### src/logic/aiste_defines.svh
// Register offsets, field positions, reset values and timing counts
`ifndef AISTE_DEFINES_SVH
`define AISTE_DEFINES_SVH

// ----------------------------------------------------------------------
// Register byte offsets
// ----------------------------------------------------------------------
`define AISTE_CTRL_OFS      8'h00
`define AISTE_SRC_OFS       8'h04
`define AISTE_DIV_OFS       8'h08
`define AISTE_DELAY_OFS     8'h0c
`define AISTE_PRE_OFS       8'h10
`define AISTE_POST_OFS      8'h14
`define AISTE_NCONV_OFS     8'h18
`define AISTE_STATUS_OFS    8'h1c
`define AISTE_COUNT_OFS     8'h20
`define AISTE_CMD_OFS       8'h24

// ----------------------------------------------------------------------
// Control fields
// ----------------------------------------------------------------------
`define AISTE_CTRL_TICK_FALL    0
`define AISTE_CTRL_BASE_FALL    1
`define AISTE_CTRL_PRETRIG      2
`define AISTE_CTRL_CONTINUOUS   3
`define AISTE_CTRL_SW_START     4
`define AISTE_CTRL_LEVEL_OUT    5
`define AISTE_CTRL_EXT_TICK     6

// ----------------------------------------------------------------------
// Command fields (write one to act)
// ----------------------------------------------------------------------
`define AISTE_CMD_START     0
`define AISTE_CMD_STOP      1
`define AISTE_CMD_SW_TICK   2

// ----------------------------------------------------------------------
// Reset values
// ----------------------------------------------------------------------
`define AISTE_DIV_RST       32'h0000_0014
`define AISTE_DELAY_RST     32'h0000_0002
`define AISTE_NCONV_RST     8'h01
`define AISTE_SRC_RST       32'h0000_0000
`define AISTE_PULSE_CYC     2

`endif

### src/logic/aiste_pkg.sv
// Types shared by the sample timing engine
package aiste_pkg;
	typedef enum logic [2:0] {
		AISTE_IDLE    = 3'b000,
		AISTE_DELAY   = 3'b001,
		AISTE_WAIT    = 3'b010,
		AISTE_CONVERT = 3'b011
	} aiste_state_t;

	typedef enum logic [1:0] {
		AISTE_INT_COUNTER = 2'b00,
		AISTE_INT_DIVIDED = 2'b01,
		AISTE_INT_SW      = 2'b10
	} aiste_int_src_t;
endpackage

### src/logic/aiste_src_sel.sv
// Source selectors and edge detectors for the timebase and external tick
`timescale 1ns/1ns
`include "aiste_defines.svh"
module aiste_src_sel (
	input  wire logic        aclk,
	input  wire logic        aresetn,
	input  wire logic [2:0]  base_sel,
	input  wire logic        base_fall,
	input  wire logic [3:0]  ext_sel,
	input  wire logic        tick_fall,
	input  wire logic        ref_20mhz,
	input  wire logic        ref_100khz,
	input  wire logic        backplane_10mhz_clock,
	input  wire logic [5:0]  function_terminal_in,
	input  wire logic [7:0]  sync_bus_line_in,
	input  wire logic        backplane_star_line,
	input  wire logic [2:0]  base_line_sel,
	output logic             base_edge,
	output logic             ext_edge
);
	logic base_lvl;
	logic ext_lvl;
	logic base_r;
	logic ext_r;

	// ------------------------------------------------------------------
	// Timebase mux: six choices; line index picks bus or terminal
	// ------------------------------------------------------------------
	always_comb begin
		unique case (base_sel)
			3'h0:    base_lvl = ref_20mhz;
			3'h1:    base_lvl = ref_100khz;
			3'h2:    base_lvl = backplane_10mhz_clock;
			3'h3:    base_lvl = sync_bus_line_in[base_line_sel];
			3'h4:    base_lvl = (base_line_sel < 3'h6) ?
				function_terminal_in[base_line_sel] : 1'b0;
			3'h5:    base_lvl = backplane_star_line;
			default: base_lvl = 1'b0;
		endcase
	end

	// External tick: 0..5 terminals, 6..13 bus lines, 14 star line
	always_comb begin
		if (ext_sel < 4'h6)
			ext_lvl = function_terminal_in[ext_sel[2:0]];
		else if (ext_sel < 4'he)
			ext_lvl = sync_bus_line_in[3'(ext_sel - 4'h6)];
		else if (ext_sel == 4'he)
			ext_lvl = backplane_star_line;
		else
			ext_lvl = 1'b0;
	end

	always_ff @(posedge aclk) begin
		if (!aresetn) begin
			base_r <= 1'b0;
			ext_r  <= 1'b0;
		end else begin
			base_r <= base_lvl;
			ext_r  <= ext_lvl;
		end
	end

	// Edge polarity selection
	assign base_edge = base_fall ? (base_r & ~base_lvl) :
		(~base_r & base_lvl);
	assign ext_edge  = tick_fall ? (ext_r & ~ext_lvl) :
		(~ext_r & ext_lvl);
endmodule // aiste_src_sel

### src/logic/aiste_top.sv
// Analog-input sample timing engine with AXI4-Lite registers
// Summary of operation
// - Internal tick in divided mode comes from a programmable divider on the tick base.
// - Each accepted tick samples every channel in the list once.
// - Sample starts on rising or falling external tick edge, software chosen.
// - Internal tick source: counter output, divided base, or software pulse.
// - External tick from input terminals 0-5, bus lines 0-7, star line.
// - Tick routes active high to output terminals 6-9 or bus lines.
// - Routed tick is a brief pulse or high for the whole sample.
// - Terminals 0-5 are inputs only, 6-9 outputs only.
// - Ticks are ignored while no acquisition runs.
// - Ticks are ignored while the pause gate is asserted.
// - Start starts the internal divider; it stops when finite run ends.
// - Delay from start to first internal tick, default two base periods.
// - Post-trigger: load post count, decrement per tick, end at zero.
// - Pre-trigger: load pre count, count down, then reload post count.
// - Early reference triggers are ignored; after one, finish post count.
// - Software start emits a pulse on the start trigger line.
// - Tick base from six sources including 20 MHz and 100 kHz.
// - Tick base active edge is rising or falling, software chosen.
// - The tick base is never driven to a terminal.
// - Sample and conversion ticks are ignored until a valid start.
// - After a tick, further ticks wait for all conversion ticks.
//
// Register access over AXI4-Lite and the placing of the registers were chosen for this implementation.
`timescale 1ns/1ns
`include "aiste_defines.svh"
module aiste_top (
	input  wire logic        aclk,
	input  wire logic        aresetn,
	input  wire logic [7:0]  s_axi_awaddr,
	input  wire logic        s_axi_awvalid,
	output logic             s_axi_awready,
	input  wire logic [31:0] s_axi_wdata,
	input  wire logic [3:0]  s_axi_wstrb,
	input  wire logic        s_axi_wvalid,
	output logic             s_axi_wready,
	output logic [1:0]       s_axi_bresp,
	output logic             s_axi_bvalid,
	input  wire logic        s_axi_bready,
	input  wire logic [7:0]  s_axi_araddr,
	input  wire logic        s_axi_arvalid,
	output logic             s_axi_arready,
	output logic [31:0]      s_axi_rdata,
	output logic [1:0]       s_axi_rresp,
	output logic             s_axi_rvalid,
	input  wire logic        s_axi_rready,
	input  wire logic        ref_20mhz,
	input  wire logic        ref_100khz,
	input  wire logic        backplane_10mhz_clock,
	input  wire logic        backplane_star_line,
	input  wire logic [5:0]  function_terminal_in,
	input  wire logic [7:0]  sync_bus_line_in,
	input  wire logic        counter_out,
	input  wire logic        hw_start_trigger,
	input  wire logic        stop_reference_trigger,
	input  wire logic        pause_gate,
	input  wire logic        conversion_tick,
	output logic [3:0]       function_terminal_out,
	output logic [7:0]       sync_bus_line_out,
	output logic [7:0]       sync_bus_line_oe,
	output logic             acquisition_start_trigger,
	output logic             sample_tick,
	output logic             acq_active,
	output logic             acq_done
);
	// ------------------------------------------------------------------
	// Registers
	// ------------------------------------------------------------------
	logic [31:0] ctrl_r;
	logic [31:0] src_r;
	logic [31:0] div_r;
	logic [31:0] delay_r;
	logic [31:0] pre_r;
	logic [31:0] post_r;
	logic [7:0]  nconv_r;
	logic [31:0] count_r;
	logic        pre_phase_r;
	logic        ref_armed_r;
	logic        ref_seen_r;
	logic        done_r;
	logic [31:0] divcnt_r;
	logic [31:0] dlycnt_r;
	logic [7:0]  convcnt_r;
	logic [1:0]  pulse_r;
	logic        cntr_prev_r;
	aiste_pkg::aiste_state_t state_r;

	// AXI bus state
	logic        aw_held_r;
	logic        w_held_r;
	logic [7:0]  awaddr_r;
	logic [31:0] wdata_r;
	logic [3:0]  wstrb_r;

	logic base_edge;
	logic ext_edge;
	logic int_tick;
	logic raw_tick;
	logic accept;
	logic wr_go;
	logic cmd_start;
	logic cmd_stop;
	logic cmd_sw_tick;
	logic start_evt;
	logic finish;
	logic conv_ok;

	// ------------------------------------------------------------------
	// Helpers
	// ------------------------------------------------------------------
	function automatic logic [31:0] merge(input logic [31:0] old,
		input logic [31:0] nw, input logic [3:0] be);
		logic [31:0] r;
		r = old;
		for (int i = 0; i < 4; i++)
			if (be[i])
				r[i*8 +: 8] = nw[i*8 +: 8];
		return r;
	endfunction

	function automatic logic [31:0] dec(input logic [31:0] v);
		return (v == 32'h0) ? 32'h0 : v - 32'h1;
	endfunction

	// ------------------------------------------------------------------
	// Source selection (tick base never leaves the block)
	// ------------------------------------------------------------------
	aiste_src_sel u_src (
		.aclk                  (aclk),
		.aresetn               (aresetn),
		.base_sel              (src_r[2:0]),
		.base_fall             (ctrl_r[`AISTE_CTRL_BASE_FALL]),
		.ext_sel               (src_r[7:4]),
		.tick_fall             (ctrl_r[`AISTE_CTRL_TICK_FALL]),
		.ref_20mhz             (ref_20mhz),
		.ref_100khz            (ref_100khz),
		.backplane_10mhz_clock (backplane_10mhz_clock),
		.function_terminal_in  (function_terminal_in),
		.sync_bus_line_in      (sync_bus_line_in),
		.backplane_star_line   (backplane_star_line),
		.base_line_sel         (src_r[18:16]),
		.base_edge             (base_edge),
		.ext_edge              (ext_edge)
	);

	// ------------------------------------------------------------------
	// AXI4-Lite write channel
	// ------------------------------------------------------------------
	assign s_axi_awready = !aw_held_r && !s_axi_bvalid;
	assign s_axi_wready  = !w_held_r && !s_axi_bvalid;
	assign wr_go = aw_held_r && w_held_r;

	always_ff @(posedge aclk) begin
		if (!aresetn) begin
			aw_held_r <= 1'b0;
			w_held_r  <= 1'b0;
			awaddr_r  <= 8'h00;
			wdata_r   <= 32'h0;
			wstrb_r   <= 4'h0;
			s_axi_bvalid <= 1'b0;
		end else begin
			if (s_axi_awvalid && s_axi_awready) begin
				aw_held_r <= 1'b1;
				awaddr_r  <= s_axi_awaddr;
			end
			if (s_axi_wvalid && s_axi_wready) begin
				w_held_r <= 1'b1;
				wdata_r  <= s_axi_wdata;
				wstrb_r  <= s_axi_wstrb;
			end
			if (wr_go) begin
				aw_held_r    <= 1'b0;
				w_held_r     <= 1'b0;
				s_axi_bvalid <= 1'b1;
			end else if (s_axi_bvalid && s_axi_bready)
				s_axi_bvalid <= 1'b0;
		end
	end
	assign s_axi_bresp = 2'b00;

	assign cmd_start   = wr_go && awaddr_r == `AISTE_CMD_OFS &&
		wstrb_r[0] && wdata_r[`AISTE_CMD_START];
	assign cmd_stop    = wr_go && awaddr_r == `AISTE_CMD_OFS &&
		wstrb_r[0] && wdata_r[`AISTE_CMD_STOP];
	assign cmd_sw_tick = wr_go && awaddr_r == `AISTE_CMD_OFS &&
		wstrb_r[0] && wdata_r[`AISTE_CMD_SW_TICK];

	always_ff @(posedge aclk) begin
		if (!aresetn) begin
			ctrl_r  <= 32'h0;
			src_r   <= `AISTE_SRC_RST;
			div_r   <= `AISTE_DIV_RST;
			delay_r <= `AISTE_DELAY_RST;
			pre_r   <= 32'h0;
			post_r  <= 32'h0;
			nconv_r <= `AISTE_NCONV_RST;
		end else if (wr_go) begin
			unique case (awaddr_r)
				`AISTE_CTRL_OFS:  ctrl_r  <= merge(ctrl_r, wdata_r, wstrb_r);
				`AISTE_SRC_OFS:   src_r   <= merge(src_r, wdata_r, wstrb_r);
				`AISTE_DIV_OFS:   div_r   <= merge(div_r, wdata_r, wstrb_r);
				`AISTE_DELAY_OFS: delay_r <= merge(delay_r, wdata_r, wstrb_r);
				`AISTE_PRE_OFS:   pre_r   <= merge(pre_r, wdata_r, wstrb_r);
				`AISTE_POST_OFS:  post_r  <= merge(post_r, wdata_r, wstrb_r);
				`AISTE_NCONV_OFS: if (wstrb_r[0]) nconv_r <= wdata_r[7:0];
				default: ;
			endcase
		end
	end

	// ------------------------------------------------------------------
	// AXI4-Lite read channel
	// ------------------------------------------------------------------
	assign s_axi_arready = !s_axi_rvalid;
	assign s_axi_rresp   = 2'b00;

	always_ff @(posedge aclk) begin
		if (!aresetn) begin
			s_axi_rvalid <= 1'b0;
			s_axi_rdata  <= 32'h0;
		end else if (s_axi_arvalid && s_axi_arready) begin
			s_axi_rvalid <= 1'b1;
			unique case (s_axi_araddr)
				`AISTE_CTRL_OFS:   s_axi_rdata <= ctrl_r;
				`AISTE_SRC_OFS:    s_axi_rdata <= src_r;
				`AISTE_DIV_OFS:    s_axi_rdata <= div_r;
				`AISTE_DELAY_OFS:  s_axi_rdata <= delay_r;
				`AISTE_PRE_OFS:    s_axi_rdata <= pre_r;
				`AISTE_POST_OFS:   s_axi_rdata <= post_r;
				`AISTE_NCONV_OFS:  s_axi_rdata <= {24'h0, nconv_r};
				`AISTE_STATUS_OFS: s_axi_rdata <= {25'h0, state_r,
					ref_seen_r, ref_armed_r, pre_phase_r, done_r};
				`AISTE_COUNT_OFS:  s_axi_rdata <= count_r;
				default:           s_axi_rdata <= 32'h0;
			endcase
		end else if (s_axi_rvalid && s_axi_rready)
			s_axi_rvalid <= 1'b0;
	end

	// ------------------------------------------------------------------
	// Tick generation and gating
	// ------------------------------------------------------------------
	always_ff @(posedge aclk) begin
		if (!aresetn)
			cntr_prev_r <= 1'b0;
		else
			cntr_prev_r <= counter_out;
	end

	// Internal divider runs only after the start delay
	always_ff @(posedge aclk) begin
		if (!aresetn)
			divcnt_r <= 32'h0;
		else if (state_r == aiste_pkg::AISTE_IDLE ||
			state_r == aiste_pkg::AISTE_DELAY)
			divcnt_r <= 32'h0;
		else if (base_edge)
			divcnt_r <= (divcnt_r + 32'h1 >= div_r) ? 32'h0 :
				divcnt_r + 32'h1;
	end

	always_comb begin
		unique case (aiste_pkg::aiste_int_src_t'(src_r[9:8]))
			aiste_pkg::AISTE_INT_COUNTER:
				int_tick = counter_out & ~cntr_prev_r;
			aiste_pkg::AISTE_INT_DIVIDED:
				int_tick = base_edge && divcnt_r == 32'h0;
			aiste_pkg::AISTE_INT_SW:
				int_tick = cmd_sw_tick;
			default: int_tick = 1'b0;
		endcase
	end

	assign raw_tick = ctrl_r[`AISTE_CTRL_EXT_TICK] ? ext_edge : int_tick;
	// Ticks only count while waiting; busy converting masks them
	assign accept = raw_tick && state_r == aiste_pkg::AISTE_WAIT &&
		!pause_gate;
	assign conv_ok = conversion_tick &&
		state_r == aiste_pkg::AISTE_CONVERT;

	assign start_evt = state_r == aiste_pkg::AISTE_IDLE &&
		(ctrl_r[`AISTE_CTRL_SW_START] ? cmd_start : hw_start_trigger);

	// ------------------------------------------------------------------
	// Acquisition state machine
	// ------------------------------------------------------------------
	assign finish = !ctrl_r[`AISTE_CTRL_CONTINUOUS] && !pre_phase_r &&
		count_r == 32'h0 && (!ctrl_r[`AISTE_CTRL_PRETRIG] || ref_seen_r);

	always_ff @(posedge aclk) begin
		if (!aresetn) begin
			state_r   <= aiste_pkg::AISTE_IDLE;
			dlycnt_r  <= 32'h0;
			convcnt_r <= 8'h00;
		end else if (cmd_stop) begin
			state_r <= aiste_pkg::AISTE_IDLE;
		end else begin
			unique case (state_r)
				aiste_pkg::AISTE_IDLE:
					if (start_evt) begin
						dlycnt_r <= delay_r;
						state_r  <= ctrl_r[`AISTE_CTRL_EXT_TICK] ?
							aiste_pkg::AISTE_WAIT : aiste_pkg::AISTE_DELAY;
					end
				aiste_pkg::AISTE_DELAY:
					if (dlycnt_r <= 32'h1 && (base_edge || dlycnt_r == 32'h0))
						state_r <= aiste_pkg::AISTE_WAIT;
					else if (base_edge)
						dlycnt_r <= dlycnt_r - 32'h1;
				aiste_pkg::AISTE_WAIT:
					if (accept) begin
						convcnt_r <= nconv_r;
						state_r   <= aiste_pkg::AISTE_CONVERT;
					end
				aiste_pkg::AISTE_CONVERT:
					if (convcnt_r <= 8'h1 && (conv_ok || convcnt_r == 8'h0))
						state_r <= finish ? aiste_pkg::AISTE_IDLE :
							aiste_pkg::AISTE_WAIT;
					else if (conv_ok)
						convcnt_r <= convcnt_r - 8'h1;
				default: state_r <= aiste_pkg::AISTE_IDLE;
			endcase
		end
	end

	// ------------------------------------------------------------------
	// Sample counter, pre/post phases, reference trigger
	// ------------------------------------------------------------------
	always_ff @(posedge aclk) begin
		if (!aresetn) begin
			count_r     <= 32'h0;
			pre_phase_r <= 1'b0;
			ref_armed_r <= 1'b0;
			ref_seen_r  <= 1'b0;
		end else if (start_evt) begin
			pre_phase_r <= ctrl_r[`AISTE_CTRL_PRETRIG];
			ref_armed_r <= 1'b0;
			ref_seen_r  <= 1'b0;
			count_r     <= ctrl_r[`AISTE_CTRL_PRETRIG] ? pre_r :
				post_r;
		end else begin
			if (accept) begin
				if (pre_phase_r && dec(count_r) == 32'h0) begin
					pre_phase_r <= 1'b0;
					ref_armed_r <= 1'b1;
					count_r     <= post_r;
				end else if (!ctrl_r[`AISTE_CTRL_PRETRIG] || pre_phase_r ||
					ref_seen_r)
					count_r <= dec(count_r);
			end
			if (stop_reference_trigger && ref_armed_r && !ref_seen_r)
				ref_seen_r <= 1'b1;
		end
	end

	always_ff @(posedge aclk) begin
		if (!aresetn)
			done_r <= 1'b0;
		else if (start_evt)
			done_r <= 1'b0;
		else if (state_r == aiste_pkg::AISTE_CONVERT && finish)
			done_r <= 1'b1;
	end

	// ------------------------------------------------------------------
	// Output routing of the tick and software start pulse
	// ------------------------------------------------------------------
	always_ff @(posedge aclk) begin
		if (!aresetn)
			pulse_r <= 2'h0;
		else if (accept)
			pulse_r <= 2'(`AISTE_PULSE_CYC);
		else if (pulse_r != 2'h0)
			pulse_r <= pulse_r - 2'h1;
	end

	always_ff @(posedge aclk) begin
		if (!aresetn) begin
			sample_tick               <= 1'b0;
			acquisition_start_trigger <= 1'b0;
			function_terminal_out     <= 4'h0;
			sync_bus_line_out         <= 8'h00;
			sync_bus_line_oe          <= 8'h00;
		end else begin
			sample_tick <= ctrl_r[`AISTE_CTRL_LEVEL_OUT] ?
				(accept || state_r == aiste_pkg::AISTE_CONVERT) :
				(accept || pulse_r != 2'h0);
			acquisition_start_trigger <= start_evt &&
				ctrl_r[`AISTE_CTRL_SW_START];
			// Active high routing; terminals 6..9 are outputs only
			function_terminal_out <= src_r[23:20] & {4{ctrl_r[
				`AISTE_CTRL_LEVEL_OUT] ? (accept || state_r ==
				aiste_pkg::AISTE_CONVERT) : (accept || pulse_r != 2'h0)}};
			sync_bus_line_out <= src_r[31:24] & {8{ctrl_r[
				`AISTE_CTRL_LEVEL_OUT] ? (accept || state_r ==
				aiste_pkg::AISTE_CONVERT) : (accept || pulse_r != 2'h0)}};
			sync_bus_line_oe <= src_r[31:24];
		end
	end

	assign acq_active = state_r != aiste_pkg::AISTE_IDLE;
	assign acq_done   = done_r;
endmodule // aiste_top

### config.mk
export PLATFORM = sky130hd
export DESIGN_NAME = aiste_top
export DESIGN_NICKNAME = d
export VERILOG_FILES = /design/src/logic/aiste_pkg.sv /design/src/logic/aiste_src_sel.sv /design/src/logic/aiste_top.sv
export VERILOG_INCLUDE_DIRS = /design/src /design/src/logic
export SDC_FILE = /design/constraint.sdc
export NUM_CORES = 1
export LEC_CHECK = 0
export BUFFER_PORTS_ARGS = -buffer_cell sky130_fd_sc_hd__buf_4
export CORE_UTILIZATION = 30
export DETAILED_ROUTE_END_ITERATION = 6
export PLACE_DENSITY_LB_ADDON = 0.25
export SYNTH_ARGS = -nofsm -noshare
export SYNTH_HDL_FRONTEND = slang
export SYNTH_HIERARCHICAL = 1
export SYNTH_SLANG_ARGS = --single-unit
### constraint.sdc
create_clock -name aclk -period 5.5 [get_ports aclk]
set_input_delay 0.55 -clock aclk [delete_from_list [all_inputs] [get_ports aclk]]
set_output_delay 0.55 -clock aclk [all_outputs]
set_load 0.1 [all_outputs]
==> load_flow_metrics.sql, run 1 <==
INSERT INTO impl_metrics (metric_group, metric, value, unit) VALUES
('power_and_ir_drop', 'power.sequential.fraction', '0.400', ''),
('critical_path', 'cp_cell_sequence', 'mux2_2 > o311ai_0 > o211ai_1 > mux2i_4 > buf_4 > nand2_1 > a21oi_1 > o21a_1 > o21ai_0 > o2bb2ai_1 > and2_1', ''),
('critical_path', 'critical-path-slowest-cell', 'o21a_1', ''),
('synth', 'synth_top_cell_area_share', '0.380', ''),
('critical_path', 'worst-r2r-cell-count', '11', ''),
('route', 'initialDrtViolationCount', '1650', ''),
('outcome', 'outcome', 'finished with violations', ''),
('synth', 'synth_top_flop_cell', 'dfxtp_1', ''),
('final_layout', 'post_route_cells_drive_above_1_share', '0.123', ''),
('critical_path', 'startpoint', 'src_r[17]$_SDFFE_PN0P_', ''),
('power_and_ir_drop', 'design_power_total', '8.25', 'mW'),
('route', 'average_wire_per_cell_in_the_routed_design', '22.0', 'microns'),
('floorplanning', 'die_h', '273', 'microns'),
('sta', 'timing.clock.skew', '0.0279', 'ns'),
('cts', 'clock-sinks', '417', ''),
('sta', 'final_critical_path_setup_slack', '0.853', 'ns'),
('global_route', 'grt_first_pass_wirelength', '119000', 'microns'),
('cts', 'hold_buffers', '0', ''),
('critical_path', 'worstPathMaxFanout', '65', ''),
('floorplanning', 'i_o_pin_cnt', '147', ''),
('critical_path', 'regToRegSetupSlack', '0.85', 'ns'),
('critical_path', 'depth_of_the_critical_timing_path_with_buffers_and_inverters_included', '11', ''),
('power_and_ir_drop', 'fraction_of_power_spent_switching_nets', '0.289', ''),
('cts', 'cts-root-buf', 'clkbuf_16', ''),
('final_layout', 'layout.cell_area.non_filler', '0.0257', 'sq mm'),
('power_and_ir_drop', 'maximum_resistive_drop_on_vdd', '0.000245', 'V'),
('critical_path', 'criticalPathCategory', 'flop to flop', ''),
('power_and_ir_drop', 'share_comb_of_total_power', '0.148', ''),
('critical_path', 'critical_path.endpoint', 'dlycnt_r[30]$_SDFFE_PN0P_', ''),
('sta', 'setup-violations-final', '0', ''),
('synth', 'syn-instance-count', '2587', ''),
('final_layout', 'top_library_cells_by_usage_in_the_layout_fill_and_taps_aside', 'dfxtp_1, nand2_1, nor2b_1', ''),
('final_layout', 'layout.cells.most_common', 'dfxtp_1', ''),
('final_layout', 'final_nets', '2751', ''),
('floorplanning', 'overall_die_area', '0.0744', 'sq mm'),
('sta', 'report.final.hold_viol_count', '0', ''),
('floorplanning', 'fp.coreArea', '0.0720', 'sq mm'),
('cts', 'tritoncts', 'built', ''),
('sta', 'max_slew.worst_pin.slew', '1.25', 'ns'),
('sta', 'grt_setup_unrepaired', 'no', ''),
('placed_design', 'placement.setup.worst_slack', '0.905', 'ns'),
('floorplanning', 'rows', '98', ''),
('critical_path', 'worstSetupStartpointType', 'flop', ''),
('final_layout', 'antenna_cells', '0', ''),
('cts', 'htreeDepth', '2', ''),
('floorplanning', 'dieWidth', '273', 'microns'),
('route', 'drc', '2', ''),
('sta', 'clock.fmax', '0.215', 'GHz'),
('route', 'detail_route.first_pass.iterations', '7', ''),
('global_route', 'antenna_violations_before_repair', '1', ''),
('cts', 'post_cts_resize_count', '0', ''),
('sta', 'slew_headroom', '0.165', ''),
('synth', 'yosysSeqAreaShare', '0.380', ''),
('sta', 'final.min_clock_period', '4.65', 'ns'),
('synth', 'post-synth-top-area-cell', 'dfxtp_1', ''),
('critical_path', 'cp_num_buf_inv', '1', ''),
('synth', 'synth-seq-cells', '417', ''),
('synth', 'synth_enable_flop_cells', '0', ''),
('synth', 'syn-mean-instance-area', '8.50', 'sq um'),
('critical_path', 'r2r-end', 'dlycnt_r[30]$_SDFFE_PN0P_', ''),
('outcome', 'failed_checks', 'DRC', ''),
('route', 'dr_total_vias', '19698', ''),
('placed_design', 'placed_cell_area', '0.0239', 'sq mm'),
('placed_design', 'port_buf_inserts', '142', ''),
('cts', 'postCtsSetupRepairBufs', '0', ''),
('cts', 'worstSkewPairLatency', '0.61', 'ns'),
('final_layout', 'nFillCells', '7320', ''),
('cts', 'number_of_buffers_created_by_cts', '50', ''),
('power_and_ir_drop', 'p_switching', '2.39', 'mW'),
('sta', 'final.hold.worst_slack', '0.197', 'ns'),
('run', 'max_cap_violations', '0', '');
layer usage:
metal | track usage | vias to the layer above | share of wire | wire, microns
li1 | - | 9341 | - | -
met5 | 0 | - | 0 | 0
met2 | 0.347 | 587 | 0.47 | 37500
met4 | 0.0670 | 0 | 0.027 | 2170
met1 | 0.276 | 9655 | 0.44 | 35300
met3 | 0.0308 | 115 | 0.057 | 4520
final cells by class:
type                       count  area (sq um)  share of cell area
multi-input combinational   1918         12700               0.495
sequential                   417          8350               0.324
clock buffer                  63          1400              0.0545
timing repair buffer         183          1390              0.0542
tap                          950          1190              0.0462
clock inverter                28           457              0.0177
inverter                      58           218             0.00846
worst register-to-register path, stage by stage, from the launching register on:
cell	delay (ns)
dfxtp_1	0.69
mux2_2	0.42
o311ai_0	0.32
o211ai_1	0.24
mux2i_4	0.37
buf_4	0.53
nand2_1	0.14
a21oi_1	0.23
o21a_1	0.96
o21ai_0	0.28
o2bb2ai_1	0.20
and2_1	0.16
cells in the mapped netlist (16+ instances only):
library cell,count
nand2b_1,43
xor2_1,19
clkbuf_1,173
nor2b_1,225
a22oi_1,124
dfxtp_1,417
nand2_1,268
a21oi_1,105
ha_1,41
nor3_1,70
inv_1,58
o2111ai_1,24
or3_1,23
nand4_1,24
o21ai_0,90
a31oi_1,30
and3_1,16
and2_1,46
nand3_1,73
nor2_1,121
nor3b_1,16
a21boi_0,77
xnor2_1,33
nor4_1,25
mux2i_1,219
worst min-delay path by stage:
stage / from / to / slack, ns / cells after the start
finish: s_axi_arvalid / s_axi_rvalid$_SDFFE_PN0P_ / 0.20 / 2
floorplan: pulse_r[0]$_SDFFE_PP0P_ / pulse_r[0]$_SDFFE_PP0P_ / 0.42 / 1
global placement: pulse_r[0]$_SDFFE_PP0P_ / pulse_r[0]$_SDFFE_PP0P_ / 0.43 / 1
detailed placement: pulse_r[1]$_SDFFE_PN0P_ / pulse_r[0]$_SDFFE_PP0P_ / 0.45 / 2
CTS: s_axi_arvalid / s_axi_rvalid$_SDFFE_PN0P_ / 0.16 / 2
global route: counter_out / cntr_prev_r$_SDFF_PN0_ / 0.18 / 2
logic make-up after synthesis:
| group | count (synthesis) | synth area share |
|---|---|---|
| flops | 417 | 0.380 |
| other cells | 1 | 0.000171 |
| mux | 228 | 0.106 |
| buf+inv | 255 | 0.0452 |
| simple gates | 1006 | 0.239 |
| xor+xnor | 52 | 0.0207 |
| fa+ha+maj | 41 | 0.0233 |
| compound gates | 587 | 0.186 |
power by group through the flow:
stage / clock network, mW / logic [mW] / registers, mW
after floorplan: 0 / 0.847 / 3.26
after global routing: 3.93 / 1.32 / 3.31
after global placement: 0 / 1.19 / 3.36
final: 3.73 / 1.22 / 3.30
after detailed placement: 0 / 1.21 / 3.36
after CTS: 3.81 / 1.21 / 3.30
flip-flops by register name, indices dropped and copies added, names as in the netlist, 8 cells and up:
| name | flops |
|---|---|
| convcnt_r | 8 |
| sync_bus_line_oe | 8 |
| s_axi_rdata | 32 |
| awaddr_r | 8 |
| sync_bus_line_out | 8 |
| divcnt_r | 32 |
| src_r | 32 |
| div_r | 32 |
| pre_r | 32 |
| dlycnt_r | 32 |
| delay_r | 32 |
| post_r | 32 |
| wdata_r | 32 |
| nconv_r | 8 |
| count_r | 32 |
| ctrl_r | 32 |
stage by stage:
stage	instances	utilization
floorplan	2590	-
global placement	3526	0.332
detailed placement	3526	0.332
CTS	3617	0.358
global route	3617	0.358
finish	3617	0.358
Power figures use the tool's default switching activity.
==> run 2: changes to the inputs <==
--- a/config.mk
+++ b/config.mk
@@ -6,6 +6,7 @@
 export SDC_FILE = /design/constraint.sdc
 export NUM_CORES = 1
 export LEC_CHECK = 0
+export ABC_AREA = 1
 export BUFFER_PORTS_ARGS = -buffer_cell sky130_fd_sc_hd__buf_4
 export CORE_UTILIZATION = 30
 export DETAILED_ROUTE_END_ITERATION = 6
==> constraint.sdc (replaced) <==
create_clock -name aclk -period 4.05 [get_ports aclk]
set_input_delay 0.405 -clock aclk [delete_from_list [all_inputs] [get_ports aclk]]
set_output_delay 0.405 -clock aclk [all_outputs]
set_load 0.1 [all_outputs]
==> run 2 against run 1 <==
  * The flow now finishes without violations
  * Global-route usage up 1.6 points
  * Worst hold slack lost 0.14 ns
  * Clock skew is 0.0046 ns higher
  * Critical path type unchanged
  * Area after synthesis shrank 0.36%
  * Count of clock-buffer cells in the layout increased by 10
  * Critical endpoint is now divcnt_r[16]$_SDFFE_PP0P_
  * Sequential share of layout area rose by 0.33 points
  * Critical path depth increased by 10
  * Largest cell class unchanged
==> load_flow_metrics.sql, run 2 <==
INSERT INTO impl_metrics (metric_group, metric, value, unit) VALUES
('final_layout', 'antenna_cells', '0', ''),
('cts', 'cts-root-buf', 'clkbuf_16', ''),
('critical_path', 'regToRegSetupSlack', '0.44', 'ns'),
('route', 'detail_route.first_pass.iterations', '5', ''),
('global_route', 'grt.overflow.total', '0', ''),
('sta', 'setup-violations-final', '0', ''),
('floorplanning', 'fp.coreArea', '0.0719', 'sq mm'),
('synth', 'netlist_area', '0.0219', 'sq mm'),
('synth', 'synth_warnings', '6', ''),
('sta', 'slew_headroom', '0.285', ''),
('sta', 'maxSlewViolCount', '0', ''),
('cts', 'cts_max_path_bufs', '3', ''),
('global_route', 'track_usage', '0.224', ''),
('power_and_ir_drop', 'p_switching', '5.92', 'mW'),
('final_layout', 'fin_cells', '4363', ''),
('final_layout', 'flow.area_growth_from_synthesis', '16.3', '%'),
('synth', 'synth_top_cell_area_share', '0.381', ''),
('floorplanning', 'rows', '98', ''),
('sta', 'period_share', '0.891', ''),
('critical_path', 'startpoint', 'divcnt_r[4]$_SDFFE_PP0P_', ''),
('synth', 'syn-instance-count', '3304', ''),
('critical_path', 'reg2reg_launch_point', 'divcnt_r[4]$_SDFFE_PP0P_', ''),
('route', 'average_wire_per_cell_in_the_routed_design', '19.5', 'microns'),
('run', 'max_cap_violations', '0', ''),
('worst_hold_path', 'hold_path_class', 'primary input to flop', ''),
('sta', 'final.min_clock_period', '3.61', 'ns'),
('floorplanning', 'overall_die_area', '0.0741', 'sq mm'),
('critical_path', 'criticalPathCategory', 'flop to flop', ''),
('global_route', 'grt_first_pass_wirelength', '128000', 'microns'),
('floorplanning', 'dieWidth', '272', 'microns'),
('synth', 'post-synth-top-area-cell', 'dfxtp_1', ''),
('synth', 'synth_enable_flop_cells', '0', ''),
('power_and_ir_drop', 'power.density', '570', 'mW/mm^2'),
('critical_path', 'critical_path.endpoint', 'divcnt_r[16]$_SDFFE_PP0P_', ''),
('critical_path', 'timing.critical_path.arrival', '4.13', 'ns'),
('outcome', 'outcome', 'finished, final reports clean', ''),
('placed_design', 'dpl.cell_count', '4271', ''),
('cts', 'worstSkewPairLatency', '0.62', 'ns'),
('synth', 'yosys.cell_types.count', '46', ''),
('route', 'antenna_violating_nets_post_route', '0', ''),
('synth', 'synth.top_cells.by_area', 'dfxtp_1, nand2_1, o21ai_0, a21oi_1, inv_1', ''),
('power_and_ir_drop', 'maximum_resistive_drop_on_vdd', '0.000308', 'V'),
('floorplanning', 'floorplan.initialDensity', '0.305', ''),
('synth', 'syn-mean-instance-area', '6.63', 'sq um'),
('sta', 'timing.clock.skew', '0.0325', 'ns'),
('power_and_ir_drop', 'fraction_of_power_spent_switching_nets', '0.408', ''),
('placed_design', 'dp.final_hpwl', '63400', 'microns'),
('critical_path', 'worstPathMaxFanout', '32', ''),
('cts', 'clock-sinks', '417', ''),
('route', 'dr_total_vias', '22456', ''),
('synth', 'yosysSeqAreaShare', '0.381', ''),
('cts', 'number_of_buffers_created_by_cts', '50', ''),
('cts', 'cts.clk_slew.worst_paths', '0.06', 'ns'),
('global_route', 'maximum_number_of_pins_on_one_net_before_global_route_repair', '169', ''),
('route', 'vias_per_cell', '5.15', ''),
('synth', 'async_reset_ff_frac', '0', ''),
('worst_hold_path', 'min_delay_path_depth', '3', ''),
('placed_design', 'place.gp.congestion', '0.947', ''),
('sta', 'clock.fmax', '0.277', 'GHz'),
('final_layout', 'final_nets', '3497', ''),
('route', 'initialDrtViolationCount', '1938', ''),
('critical_path', 'worstSetupStartpointType', 'flop', ''),
('synth', 'synth_top_cells_by_count', 'nand2_1, dfxtp_1, inv_1, nor2_1, o21ai_0', ''),
('global_route', 'antenna_violations_before_repair', '1', ''),
('sta', 'report.final.hold_viol_count', '0', ''),
('sta', 'max_slew.worst_pin.slew', '1.07', 'ns'),
('synth', 'yosysMostFrequentCell', 'nand2_1', ''),
('synth', 'synth-seq-cells', '417', ''),
('global_route', 'vias_in_the_first_global_route', '20543', ''),
('power_and_ir_drop', 'power.sequential.fraction', '0.342', ''),
('floorplanning', 'die_h', '272', 'microns'),
('final_layout', 'top_library_cells_by_usage_in_the_layout_fill_and_taps_aside', 'nand2_1, dfxtp_1, inv_1', ''),
('power_and_ir_drop', 'cellLeakagePower', '10.6', 'nW'),
('power_and_ir_drop', 'cellInternalPower', '8.60', 'mW'),
('critical_path', 'worst-r2r-cell-count', '21', ''),
('power_and_ir_drop', 'share_comb_of_total_power', '0.341', ''),
('cts', 'tritoncts', 'built', ''),
('placed_design', 'port_buf_inserts', '142', ''),
('cts', 'htreeDepth', '2', ''),
('sta', 'grt_setup_unrepaired', 'no', ''),
('final_layout', 'layout.cells.most_common', 'nand2_1', ''),
('critical_path', 'r2r-end', 'divcnt_r[16]$_SDFFE_PP0P_', ''),
('power_and_ir_drop', 'power.share.clock', '0.318', ''),
('critical_path', 'end_kind', 'flop', ''),
('final_layout', 'post_route_cells_drive_above_1_share', '0.0979', ''),
('critical_path', 'crit_required', '4.57', 'ns'),
('synth', 'synth_top_flop_cell', 'dfxtp_1', ''),
('sta', 'finalSetupTns', '0', 'ns'),
('route', 'drc', '0', ''),
('route', 'finalWirelength', '85000', 'microns'),
('floorplanning', 'i_o_pin_cnt', '147', '');
[run 2: cell types whose count changed after synthesis, moves of 52 or more]
cell,previous run,this run
a21oi_1,105,339
mux2i_1,219,0
a22oi_1,124,0
nand3_1,73,202
nor2b_1,225,0
o21ai_0,90,385
a21boi_0,77,2
o22ai_1,5,59
clkbuf_1,173,121
nor2_1,121,387
nand2_1,268,595
inv_1,58,403
[run 2: logic make-up after synthesis]
family / Yosys count / synth area share
XOR/XNOR: 45 / 0.0180
adder cells (fa/ha/maj): 41 / 0.0234
buffers and inverters: 603 / 0.107
AND/OR/NAND/NOR: 1316 / 0.253
flip-flops: 417 / 0.381
other: 1 / 0.000171
AO/OA/AOI/OAI: 881 / 0.217
[run 2: stage by stage]
stage	hold slack, ns	utilization	power [mW]	area (sq um)	setup WS, ns
3_5_place_dp	0.416	0.331	9.86	23800	0.336
5_1_grt	0.0553	0.355	15.3	25500	0.00800
4_1_cts	0.0362	0.354	14.5	25500	0.308
6_report	0.0536	0.355	14.5	25500	0.442
3_3_place_gp	0.421	0.331	9.86	23800	0.293
2_1_floorplan	0.407	-	8.40	21900	0.807
[run 2: power by group through the flow]
stage | clock [mW] | sequential (mW) | combinational, mW
2_1_floorplan | 0 | 4.85 | 3.55
3_3_place_gp | 0 | 5.03 | 4.83
3_5_place_dp | 0 | 5.03 | 4.83
4_1_cts | 4.67 | 4.94 | 4.86
5_1_grt | 4.82 | 5.01 | 5.51
6_report | 4.61 | 4.96 | 4.94
[run 2: area by class of cell]
class / count / area, sq um
Multi-Input combinational cell: 2287 / 11200
Timing Repair Buffer: 174 / 1370
Inverter: 444 / 1670
Clock buffer: 73 / 1460
Fill cell: 7938 / 46400
Clock inverter: 18 / 210
Sequential cell: 417 / 8350
Tap cell: 950 / 1190
[run 2: layer usage]
layer	vias up	global-route usage	wire length [microns]
li1	11021	-	-
met1	10574	0.307	38900
met2	721	0.359	38400
met3	138	0.0296	4730
met4	2	0.0788	2980
met5	-	0	16
[run 2: how the worst min path moves through the flow]
stage / endpoint / startpoint
after floorplan: sync_bus_line_oe[0]$_SDFF_PN0_ / src_r[24]$_SDFFE_PN0P_
after global placement: sync_bus_line_oe[5]$_SDFF_PN0_ / src_r[29]$_SDFFE_PN0P_
after detailed placement: sync_bus_line_oe[5]$_SDFF_PN0_ / src_r[29]$_SDFFE_PN0P_
after CTS: s_axi_bvalid$_SDFFE_PN0P_ / s_axi_bready
after global routing: ref_seen_r$_SDFFE_PP0P_ / stop_reference_trigger
final: ref_seen_r$_SDFFE_PP0P_ / stop_reference_trigger
[run 2: critical path: stages (launching register included)]
cell and delay [ns]:
dfxtp_1 0.39, inv_1 0.11, nor3_1 0.39, nand2_1 0.19, nor2_1 0.20, nand2_1 0.11, nor2_1 0.15, nand2_1 0.08
xor2_1 0.18, inv_1 0.07, ha_1 0.29, a21oi_1 0.16, nor2_1 0.05, a211oi_1 0.16, nor2_1 0.06, nor2_1 0.08
nor2_1 0.04, nor2_1 0.16, nand3_1 0.15, buf_12 0.20, nand3b_1 0.17, a21oi_1 0.15
[run 2: timing repair]
action                                 4_1_cts  5_1_grt
buffers inserted                             0        0
gates resized for setup                      0        2
hold buffers                                 1        0
setup endpoints to repair                    0       32
endpoints found under the hold margin        1        0
